$ cat config.mk
export PLATFORM = sky130hd
export DESIGN_NAME = sbr_top
export DESIGN_NICKNAME = d
export VERILOG_FILES = /design/src/pkg/sbr_pkg.sv /design/src/core/sbr_top.sv
export SDC_FILE = /design/constraint.sdc
export NUM_CORES = 1
export LEC_CHECK = 0
export ABC_CLOCK_PERIOD_IN_PS = 3200
export BUFFER_PORTS_ARGS = -buffer_cell sky130_fd_sc_hd__buf_2
export CORE_MARGIN = 2
export CORE_UTILIZATION = 45
export CTS_BUF_LIST = sky130_fd_sc_hd__clkbuf_4
export CTS_CLUSTER_SIZE = 40
export DETAILED_ROUTE_END_ITERATION = 12
export GPL_ROUTABILITY_DRIVEN = 1
export PLACE_DENSITY = 0.81
export RECOVER_POWER = 25
export SETUP_SLACK_MARGIN = 0.2
export SYNTH_ARGS = -nofsm -noshare
export SYNTH_HDL_FRONTEND = slang
export SYNTH_SLANG_ARGS = --single-unit
$ cat constraint.sdc
create_clock -name CLK -period 3.2 [get_ports CLK]
set_input_delay 0.64 -clock CLK [delete_from_list [all_inputs] [get_ports CLK]]
set_output_delay 0.64 -clock CLK [all_outputs]
set_load 0.01 [all_outputs]
$ cat src/pkg/sbr_pkg.sv
// constants and types for the standby release and reset control block
// Overview of operation
// - light standby instruction enters light standby, operand gives release permissions
// - operand bit 3 lets an enabled pending request end light standby
// - operand bit 1 lets the timer request end light standby regardless of enable
// - all-zero light standby operand ends only by pin or supply reset
// - light standby with a request flag already set acts as no-operation
// - request release resumes next instruction when disabled, else highest-priority vector
// - deep standby instruction enters deep standby, bit 3 allows enabled request release
// - the timer request never ends deep standby
// - all-zero deep standby ends only by reset and initialises the core
// - deep standby with a request flag already set acts as no-operation
// - deep standby resumes like light standby; reset release starts at address zero
// - three reset sources: pin, supply monitor, return stack overflow or underflow
// - pin or supply reset in standby keeps data memory and window register
// - stack reset loads stack pointer 5h, shows interrupt pin, keeps other controls
// - stack reset skips the stabilisation wait and starts at address zero
// - pin or supply reset waits 256 x 256 system clocks before running
// - deep standby clears and stops the timer; light standby leaves it running
// - deep standby stops the oscillator; light standby only gates the core clock
package sbr_pkg;
    localparam int PC_W = 12;
    localparam int NREQ = 3;
    localparam int TMR_IDX = 1;
    localparam int STAB_CLOCKS = 256 * 256;
    localparam logic [3:0] OP_ANY_REQ = 4'h8;
    localparam logic [3:0] OP_TMR_FORCE = 4'h2;
    localparam logic [3:0] SP_RESET_VAL = 4'h5;
    localparam logic [11:0] PC_RESET_VAL = 12'h000;
    // vectors by request index, index 0 is the highest priority
    localparam logic [11:0] VEC_INT = 12'h003;
    localparam logic [11:0] VEC_TMR = 12'h002;
    localparam logic [11:0] VEC_SER = 12'h001;
    // apb map
    localparam logic [11:0] ADDR_CTRL = 12'h000;
    localparam logic [11:0] ADDR_STATUS = 12'h004;
    localparam int CTRL_PDR_EN_BIT = 0;
    localparam logic CTRL_PDR_EN_RST = 1'b1;
    localparam int ST_MODE_LSB = 0;
    localparam int ST_CAUSE_LSB = 4;
    localparam int ST_KEEP_BIT = 8;
    localparam int ST_WAIT_BIT = 9;
    typedef enum logic [2:0] {MODE_RUN, MODE_HALT, MODE_STOP, MODE_RESET, MODE_WAIT} sbr_mode_e;
    typedef enum logic [1:0] {CAUSE_NONE, CAUSE_PIN, CAUSE_SUPPLY, CAUSE_STACK} sbr_cause_e;
endpackage

$ cat src/core/sbr_top.sv
// standby entry, release, resume address and reset sequencing with apb status
`timescale 1ns/1ps
module sbr_top #(
    parameter int STAB_CYCLES = sbr_pkg::STAB_CLOCKS
) (
    // clock and reset
    input wire logic CLK,
    input wire logic SRST,
    // reset sources and interrupt pin
    input wire logic EXT_RST_N,
    input wire logic POR_RST,
    input wire logic PDR_RST,
    input wire logic STACK_ERR,
    input wire logic INT_PIN,
    // instruction decoder
    input wire logic HALT_EXEC,
    input wire logic STOP_EXEC,
    input wire logic [3:0] OPERAND,
    input wire logic [sbr_pkg::PC_W-1:0] NEXT_PC,
    input wire logic GLOBAL_IRQ_EN,
    // request flags
    input wire logic [sbr_pkg::NREQ-1:0] PEND_REQ,
    input wire logic [sbr_pkg::NREQ-1:0] REQ_EN,
    // core control
    output logic CPU_CLK_EN,
    output logic OSC_RUN,
    output logic TMR_CLR,
    output logic CORE_RST,
    output logic KEEP_MEM,
    output logic PC_LOAD,
    output logic [sbr_pkg::PC_W-1:0] PC_VALUE,
    output logic SP_LOAD,
    output logic [3:0] SP_VALUE,
    output logic INT_LEVEL,
    // apb slave
    input wire logic PSEL,
    input wire logic PENABLE,
    input wire logic PWRITE,
    input wire logic [11:0] PADDR,
    input wire logic [31:0] PWDATA,
    output logic [31:0] PRDATA,
    output logic PREADY,
    output logic PSLVERR
);
    localparam int CW = $clog2(STAB_CYCLES + 1);
    localparam logic [CW-1:0] STAB_LAST = CW'(STAB_CYCLES - 1);

    if (STAB_CYCLES < 1) begin : g_chk
        $error("STAB_CYCLES must be at least one");
    end

    function automatic logic [sbr_pkg::PC_W-1:0] top_vector(
        input logic [sbr_pkg::NREQ-1:0] act);
        if (act[0]) top_vector = sbr_pkg::VEC_INT;
        else if (act[1]) top_vector = sbr_pkg::VEC_TMR;
        else top_vector = sbr_pkg::VEC_SER;
    endfunction

    // pin synchronisers
    logic ext_n_s1_r, ext_n_s2_r, por_s1_r, por_s2_r, pdr_s1_r, pdr_s2_r;
    logic int_s1_r, int_s2_r;
    always_ff @(posedge CLK) begin
        if (SRST) begin
            ext_n_s1_r <= 1'b1;
            ext_n_s2_r <= 1'b1;
            por_s1_r <= 1'b0;
            por_s2_r <= 1'b0;
            pdr_s1_r <= 1'b0;
            pdr_s2_r <= 1'b0;
            int_s1_r <= 1'b0;
            int_s2_r <= 1'b0;
        end else begin
            ext_n_s1_r <= EXT_RST_N;
            ext_n_s2_r <= ext_n_s1_r;
            por_s1_r <= POR_RST;
            por_s2_r <= por_s1_r;
            pdr_s1_r <= PDR_RST;
            pdr_s2_r <= pdr_s1_r;
            int_s1_r <= INT_PIN;
            int_s2_r <= int_s1_r;
        end
    end

    logic pdr_en_r;
    logic pin_rst, sup_rst, hard_rst;
    assign pin_rst = ~ext_n_s2_r;
    // the drop detector only counts while software keeps it enabled
    assign sup_rst = por_s2_r | (pdr_s2_r & pdr_en_r);
    assign hard_rst = pin_rst | sup_rst;

    // release conditions
    logic [3:0] op_r;
    logic [sbr_pkg::NREQ-1:0] active, stop_mask;
    logic any_pend, halt_rel, stop_rel;
    assign active = PEND_REQ & REQ_EN;
    assign stop_mask = ~(sbr_pkg::NREQ'(1) << sbr_pkg::TMR_IDX);
    assign any_pend = |PEND_REQ;
    assign halt_rel = (op_r[3] & (|active))
        | (op_r[1] & PEND_REQ[sbr_pkg::TMR_IDX]);
    // timer is masked out whatever the operand
    assign stop_rel = op_r[3] & (|(active & stop_mask));

    sbr_pkg::sbr_mode_e mode_r;
    sbr_pkg::sbr_cause_e cause_r;
    logic [CW-1:0] cnt_r;
    logic [sbr_pkg::PC_W-1:0] resume_r;
    logic in_standby;
    assign in_standby = (mode_r == sbr_pkg::MODE_HALT) || (mode_r == sbr_pkg::MODE_STOP);

    // sequencer
    always_ff @(posedge CLK) begin
        if (SRST) begin
            mode_r <= sbr_pkg::MODE_WAIT;
            cause_r <= sbr_pkg::CAUSE_SUPPLY;
            cnt_r <= '0;
            op_r <= 4'h0;
            resume_r <= sbr_pkg::PC_RESET_VAL;
            KEEP_MEM <= 1'b0;
        end else if (hard_rst) begin
            if (mode_r != sbr_pkg::MODE_RESET) begin
                KEEP_MEM <= in_standby;
            end
            mode_r <= sbr_pkg::MODE_RESET;
            cause_r <= pin_rst ? sbr_pkg::CAUSE_PIN : sbr_pkg::CAUSE_SUPPLY;
            cnt_r <= '0;
        end else begin
            case (mode_r)
                sbr_pkg::MODE_RESET: begin
                    mode_r <= sbr_pkg::MODE_WAIT;
                    cnt_r <= '0;
                end
                sbr_pkg::MODE_WAIT: begin
                    if (cnt_r == STAB_LAST) begin
                        mode_r <= sbr_pkg::MODE_RUN;
                    end else begin
                        cnt_r <= cnt_r + CW'(1);
                    end
                end
                sbr_pkg::MODE_RUN: begin
                    if (STACK_ERR) begin
                        cause_r <= sbr_pkg::CAUSE_STACK;
                    end else if ((HALT_EXEC || STOP_EXEC) && !any_pend) begin
                        op_r <= OPERAND;
                        resume_r <= NEXT_PC;
                        // deep standby wins when both instruction strobes arrive together
                        mode_r <= STOP_EXEC ? sbr_pkg::MODE_STOP : sbr_pkg::MODE_HALT;
                    end
                end
                sbr_pkg::MODE_HALT: begin
                    if (halt_rel) begin
                        mode_r <= sbr_pkg::MODE_RUN;
                    end
                end
                sbr_pkg::MODE_STOP: begin
                    if (stop_rel) begin
                        mode_r <= sbr_pkg::MODE_RUN;
                    end
                end
                default: mode_r <= sbr_pkg::MODE_WAIT;
            endcase
        end
    end

    // core control outputs
    logic going_halt, going_stop, release_now;
    assign going_halt = (mode_r == sbr_pkg::MODE_RUN) && HALT_EXEC && !STOP_EXEC
        && !STACK_ERR && !any_pend && !hard_rst;
    assign going_stop = (mode_r == sbr_pkg::MODE_RUN) && STOP_EXEC
        && !STACK_ERR && !any_pend && !hard_rst;
    assign release_now = !hard_rst && (((mode_r == sbr_pkg::MODE_HALT) && halt_rel)
        || ((mode_r == sbr_pkg::MODE_STOP) && stop_rel));

    always_ff @(posedge CLK) begin
        if (SRST) begin
            CPU_CLK_EN <= 1'b0;
            OSC_RUN <= 1'b1;
            TMR_CLR <= 1'b1;
            CORE_RST <= 1'b1;
        end else begin
            // light standby only gates the core clock
            CPU_CLK_EN <= (mode_r == sbr_pkg::MODE_RUN && !going_halt && !going_stop
                && !hard_rst) || release_now || (mode_r == sbr_pkg::MODE_WAIT
                && cnt_r == STAB_LAST && !hard_rst);
            // oscillator stops in deep standby and while a hard reset is held
            OSC_RUN <= !hard_rst && !going_stop
                && !(mode_r == sbr_pkg::MODE_STOP && !stop_rel);
            // timer count cleared and held in deep standby and while a hard reset is held
            TMR_CLR <= hard_rst || going_stop
                || (mode_r == sbr_pkg::MODE_STOP && !stop_rel);
            // all-zero deep standby parks the core in its post-reset state
            CORE_RST <= hard_rst || (mode_r == sbr_pkg::MODE_RESET)
                || (mode_r == sbr_pkg::MODE_WAIT && cnt_r != STAB_LAST)
                || (going_stop && OPERAND == 4'h0)
                || (mode_r == sbr_pkg::MODE_STOP && op_r == 4'h0)
                || (mode_r == sbr_pkg::MODE_RUN && STACK_ERR && !hard_rst);
        end
    end

    // program counter redirect
    always_ff @(posedge CLK) begin
        if (SRST) begin
            PC_LOAD <= 1'b0;
            PC_VALUE <= sbr_pkg::PC_RESET_VAL;
        end else if (!hard_rst && mode_r == sbr_pkg::MODE_WAIT && cnt_r == STAB_LAST) begin
            PC_LOAD <= 1'b1;
            PC_VALUE <= sbr_pkg::PC_RESET_VAL;
        end else if (!hard_rst && mode_r == sbr_pkg::MODE_RUN && STACK_ERR) begin
            PC_LOAD <= 1'b1;
            PC_VALUE <= sbr_pkg::PC_RESET_VAL;
        end else if (release_now) begin
            PC_LOAD <= 1'b1;
            // with interrupts on, the taken vector; otherwise the next instruction
            PC_VALUE <= (GLOBAL_IRQ_EN && |active) ? top_vector(active) : resume_r;
        end else begin
            PC_LOAD <= 1'b0;
        end
    end

    // stack fault side effects
    always_ff @(posedge CLK) begin
        if (SRST) begin
            SP_LOAD <= 1'b0;
            SP_VALUE <= sbr_pkg::SP_RESET_VAL;
            INT_LEVEL <= 1'b0;
        end else begin
            SP_LOAD <= !hard_rst && mode_r == sbr_pkg::MODE_RUN && STACK_ERR;
            SP_VALUE <= sbr_pkg::SP_RESET_VAL;
            INT_LEVEL <= int_s2_r;
        end
    end

    // apb slave, zero wait states: ready is registered from the setup cycle and is high in the access cycle
    logic mapped;
    assign mapped = (PADDR == sbr_pkg::ADDR_CTRL) || (PADDR == sbr_pkg::ADDR_STATUS);
    always_ff @(posedge CLK) begin
        if (SRST) begin
            PREADY <= 1'b0;
            PSLVERR <= 1'b0;
            PRDATA <= 32'h0000_0000;
        end else begin
            PREADY <= PSEL && !PENABLE;
            PSLVERR <= PSEL && !PENABLE && !mapped;
            PRDATA <= 32'h0000_0000;
            if (PSEL && !PENABLE && !PWRITE) begin
                if (PADDR == sbr_pkg::ADDR_CTRL) begin
                    PRDATA[sbr_pkg::CTRL_PDR_EN_BIT] <= pdr_en_r;
                end else if (PADDR == sbr_pkg::ADDR_STATUS) begin
                    PRDATA[sbr_pkg::ST_MODE_LSB +: 3] <= mode_r;
                    PRDATA[sbr_pkg::ST_CAUSE_LSB +: 2] <= cause_r;
                    PRDATA[sbr_pkg::ST_KEEP_BIT] <= KEEP_MEM;
                    PRDATA[sbr_pkg::ST_WAIT_BIT] <= (mode_r == sbr_pkg::MODE_WAIT);
                end
            end
        end
    end

    // the enable survives a stack reset but not a pin or supply reset
    always_ff @(posedge CLK) begin
        if (SRST || hard_rst) begin
            pdr_en_r <= sbr_pkg::CTRL_PDR_EN_RST;
        end else if (PSEL && PENABLE && PREADY && PWRITE && PADDR == sbr_pkg::ADDR_CTRL) begin
            pdr_en_r <= PWDATA[sbr_pkg::CTRL_PDR_EN_BIT];
        end
    end
endmodule

**Yosys cells after proc, flatten, opt, wreduce, memory -nomap -nowiden**

Cells that the tools add are included.

- Bits of input ports: 79
- Flip-flop bits (word level): 101

- Eq/ne operators: 14
- Mux-type cells: 22
- Bitwise logic cells: 13
- $add $sub $neg: 1
- Reduce and logical (&&, ||, !) cells: 82

Operators with widths:

| operator | number |
|---|---|
| $logic_and 1x1->1 | 38 |
| $pmux 17 s2 | 1 |
| $mux 3 | 7 |
| $add 17x1->17 const B | 1 |
| $eq 17x16->1 const B | 1 |
| $mux 17 | 1 |
| $ne 17x16->1 const B | 1 |
| $logic_or 1x1->1 | 14 |
| $mux 2 | 7 |
| $eq 12x3->1 const B | 1 |
| $logic_not 12->1 | 1 |
| $mux 12 | 1 |
| $ne 3x3->1 const B | 4 |
| $pmux 3 s4 | 1 |
| $logic_not 1->1 | 11 |
| $reduce_or 3->1 | 3 |
| $logic_not 4->1 | 2 |
| $eq 3x2->1 const B | 2 |
| $ne 3x2->1 const B | 2 |
| $reduce_and 2->1 | 3 |
| $reduce_bool 2->1 | 3 |
| $reduce_or 2->1 | 3 |
| $not 1->1 | 5 |
| $reduce_and 5->1 | 1 |
| 10 further kinds | 18 |

**Logic depth before layout (Yosys ltp)**

- Depth after elaboration: 12
- Depth in mapped cells: 11
- Depth with buffers taken out: 9

**Worst setup path before layout**

No wires, ideal clock.

- Path type: register to register
- Start: register cnt_r[4]
- End: register cnt_r[14]
- Slack: 0.727 ns
- Data required time: 3.072 ns
- Period minus slack after synthesis: 2.473 ns
- Cell stages (with the launch flop): 12
- Data arrival time: 2.346 ns
- Setup time: 0.128 ns
- Path buffers: 2
- Cells stage by stage: dfxtp_1 -> and4_1 -> and3_1 -> clkbuf_1 -> and4_1 -> ha_1 -> or4b_1 -> buf_2 -> a21boi_4 -> nand4_1 -> xor2_1 -> nor2_1

- Longest elaborated chain between the ends: 3
- Elaborated cells between the ends (all ways): 6

Ends and longest elaborated chain:

| item | RTL line | text |
|---|---|---|
| start, declared | sbr_top.sv:105 | `logic [CW-1:0] cnt_r;` |
| start signal, assigned | sbr_top.sv:136 | `cnt_r <= cnt_r + CW'(1);` |
| $add 17x1->17 / $eq 17x16->1 (equally long branches) | sbr_top.sv:136, sbr_top.sv:133 |  |
| $mux 17 / $ne 2x2->1 (equally long branches) | n/a |  |
| $pmux 17 s2 / $reduce_and 2->1 (equally long branches) | n/a |  |

Several ways; a longest one is shown, not always the timed one. The select of a mux whose other input is x is not followed.
A chain may end at the register's enable or synchronous reset.

**Final worst setup path**

- Start: register cnt_r[3]
- End: register cnt_r[12]

The elaborated chain is that of the path after synthesis.

==> impl_metrics.py <==
metrics = {
    "layout": {
        "final_area_mm2": 0.00372,
        "finalNonFillerCells": 534,
        "antenna_cells": 0,
        "area_delta_synth_final_pct": 13.0,
        "fin_nets": 511,
        "layout-drive-gt1-share": 0.216,
    },
    "synthesis": {
        "yosys_warnings": 0,
        "synth.distinct_cells": 56,
        "syn_area_per_cell_um2": 9.19,
        "ys_seq_area_frac": 0.462,
        "ys.flop_type": "dfxtp_1",
        "syn_area_mm2": 0.00329,
        "synth_edf_count": 0,
        "synth_top_area_cell": "dfxtp_1",
        "ys_top_cells_by_area": "dfxtp_1 (46%), buf_4 (6.6%), mux2i_1 (5.8%)",
        "ys_ff_latch": 76,
        "synth_top_area_frac": 0.462,
        "yosysMostFrequentCell": "dfxtp_1",
        "netlist_instances": 358,
        "ys_top_cells_by_count": "dfxtp_1 (76), nor2_1 (38), buf_4 (29), nand2_1 (29), nand3_1 (21)",
        "async_flop_share": 0,
    },
    "route": {
        "avgRoutedWirePerCell_um": 12.5,
        "drc": 0,
        "first_pass_iters": 4,
        "vias": 2616,
        "wl_um": 6670,
        "drtIter0Drc": 74,
        "ant_nets": 0,
        "vias_per_cell": 4.90,
    },
    "die": {
        "ios": 137,
        "initial_core_util": 0.459,
        "fp.dieW_um": 89.5,
        "die_h_um": 89.5,
        "dieArea_mm2": 0.00801,
        "rows": 31,
        "coreArea_mm2": 0.00718,
    },
    "timing": {
        "tightest_slew_ps": 1560,
        "fin_skew_ps": 21.7,
        "hold_violations": 0,
        "final.setup.tns_ps": 0,
        "rsz0062_at_grt": "no",
        "min_period_ps": 2750,
        "fin_crit_sh": 0.859,
        "slew_viol_final": 38,
        "slew_headroom": -0.0370,
        "worst_slack_ps": 452,
        "setup_viol": 0,
        "max_freq_ghz": 0.364,
    },
    "clock_network": {
        "cts_hold_buf": 0,
        "post_cts_resized": 0,
        "cts_buffers": 9,
        "cts_sinks": 76,
        "clkTransAtPathRegs_ps": 120,
        "clk_latency_ps": 440,
        "htree_num_levels": 3,
        "ctsRootBufferMaster": "clkbuf_4",
        "post_cts_buffers": 0,
        "cts_tree": "built",
        "max-clock-path-buffers": 2,
    },
    "global_route": {
        "grt_pass1_wl_um": 10400,
        "grt_max_degree": 38,
        "overflow": 0,
        "grtUsageTotal": 0.172,
        "first_global_vias": 2370,
        "antenna_found_initial": 0,
    },
    "min_path": {
        "min_from": "PWRITE",
        "min_path_type": "in2reg",
        "whs_endpoint": "PRDATA[0]",
        "holdPathStages": 2,
    },
    "critical_path": {
        "start_kind": "flop",
        "critPathCaptureType": "flop",
        "timing.rr.end": "cnt_r[12]",
        "crit_chain": "and4_1, and3_1, and4_1, ha_1, or4b_1, a21boi_4, nand4_1, xor2_1, nor2_1",
        "cpPeakStageDelay_ps": 650,
        "slowest_stage": "or4b_1",
        "r2r_cells": 9,
        "rr_startpoint": "cnt_r[3]",
        "critical_path.max_fanout": 7,
        "reg2reg_slack_ps": 450,
        "critPathKind": "reg2reg",
        "cp_common_cell": "and4_1",
        "cp_data_arrival_time_ps": 3050,
        "worst-path-buf-inv": 0,
        "cp.required_ps": 3500,
        "critPathTopFamily": "simple AND/OR/NAND/NOR gates",
    },
    "power_and_ir_drop": {
        "power_mw": 1.65,
        "p_leak_nw": 1.70,
        "power_density_mw_per_mm2": 443,
        "ir_drop_uv": 284,
    },
    "place": {
        "place_area_mm2": 0.00362,
        "portBuffers": 76,
        "place_inst": 518,
        "pre_cts_slack_ps": 481,
        "gp_congestion": 0.773,
        "hpwlAfterDp_um": 4890,
    },
    "outcome": {
        "failed_checks": "max-capacitance violations, max-slew violations",
        "status": "finished, violations left",
    },
    "flow_run": {
        "drv_cap": 1,
    },
}
## power by group
group,switching [mW],internal (mW)
Clock,0.333,0.155
Combinational,0.103,0.0666
Sequential,0.0220,0.969
## metal layers
metal,up-vias,GRT usage,share of wire,routed length (um)
li1,1315,-,-,-
met1,1219,0.193,0.43,2860
met2,65,0.290,0.48,3230
met3,17,0.0646,0.059,393
met4,0,0.0773,0.027,180
met5,-,0,0,0
## flip-flops by register name, indices dropped and copies added, names as in the netlist, 2 cells and up
signal and count:
cause_r 2, PC_VALUE 12, mode_r 3, cnt_r 17, resume_r 12, op_r 4
PRDATA 7
## worst max path at each step
| stage | cells past startpoint | to | start | slack (ps) |
|---|---|---|---|---|
| after detailed placement | 9 | cnt_r[12] | cnt_r[3] | 480 |
| after global placement | 9 | cnt_r[14] | cnt_r[3] | 550 |
| after global routing | 9 | cnt_r[12] | cnt_r[4] | 270 |
| after CTS | 9 | cnt_r[12] | cnt_r[3] | 450 |
| final | 9 | cnt_r[12] | cnt_r[3] | 450 |
| after floorplan | 11 | cnt_r[14] | cnt_r[4] | 730 |
## worst register-to-register path, cell delays in order, from the launching register on
cell,delay (ps)
dfxtp_1,360
and4_1,230
and3_1,260
and4_1,230
ha_1,240
or4b_1,650
a21boi_4,300
nand4_1,150
xor2_1,160
nor2_1,50
## logic make-up (layout without fill, tap and decap cells)
family / after synthesis / in the layout / share of synthesized area
multiplexers: 20 / 20 / 0.0612
AO/OA/AOI/OAI: 45 / 45 / 0.0920
flip-flops: 76 / 76 / 0.462
adder cells (fa/ha/maj): 2 / 2 / 0.00760
buffers and inverters: 50 / 100 / 0.0951
AND/OR/NAND/NOR: 149 / 149 / 0.242
other: 2 / 29 / 0.00228
XOR/XNOR: 14 / 14 / 0.0373
## layout by cell type (no fill, tap or decap), drive strengths merged, types with 2 or more instances in the layout
master,instances
a21o,3
a21boi,4
o31ai,2
nor2b,10
o211ai,2
or2,3
xor2,13
nand3b,3
a21oi,11
nand4,3
or4b,2
o22ai,2
clkinvlp,2
mux2i,19
buf,67
conb,29
nor4,6
and3,10
clkbuf,21
o21ai,13
ha,2
clkinv,4
nand2b,3
nand2,29
nor2,39
nand3,22
a211oi,2
inv,6
and4,2
nor3,5
and2,6
dfxtp,76
## stage by stage
step | utilization | hold slack (ps)
floorplan | - | 389
global placement | 0.505 | 391
detailed placement | 0.505 | 404
CTS | 0.520 | 378
global route | 0.518 | 386
finish | 0.518 | 392
## layout make-up
cell class                 instances  area [um2]
tap                               99         124
inverter                           5        18.8
clock buffer                       9        67.6
fill                             685        3460
clock inverter                     7        42.5
sequential                        76        1520
multi-input combinational        259        1560
timing repair buffer              79         388
No activity file was read; power rests on OpenSTA's default activity.
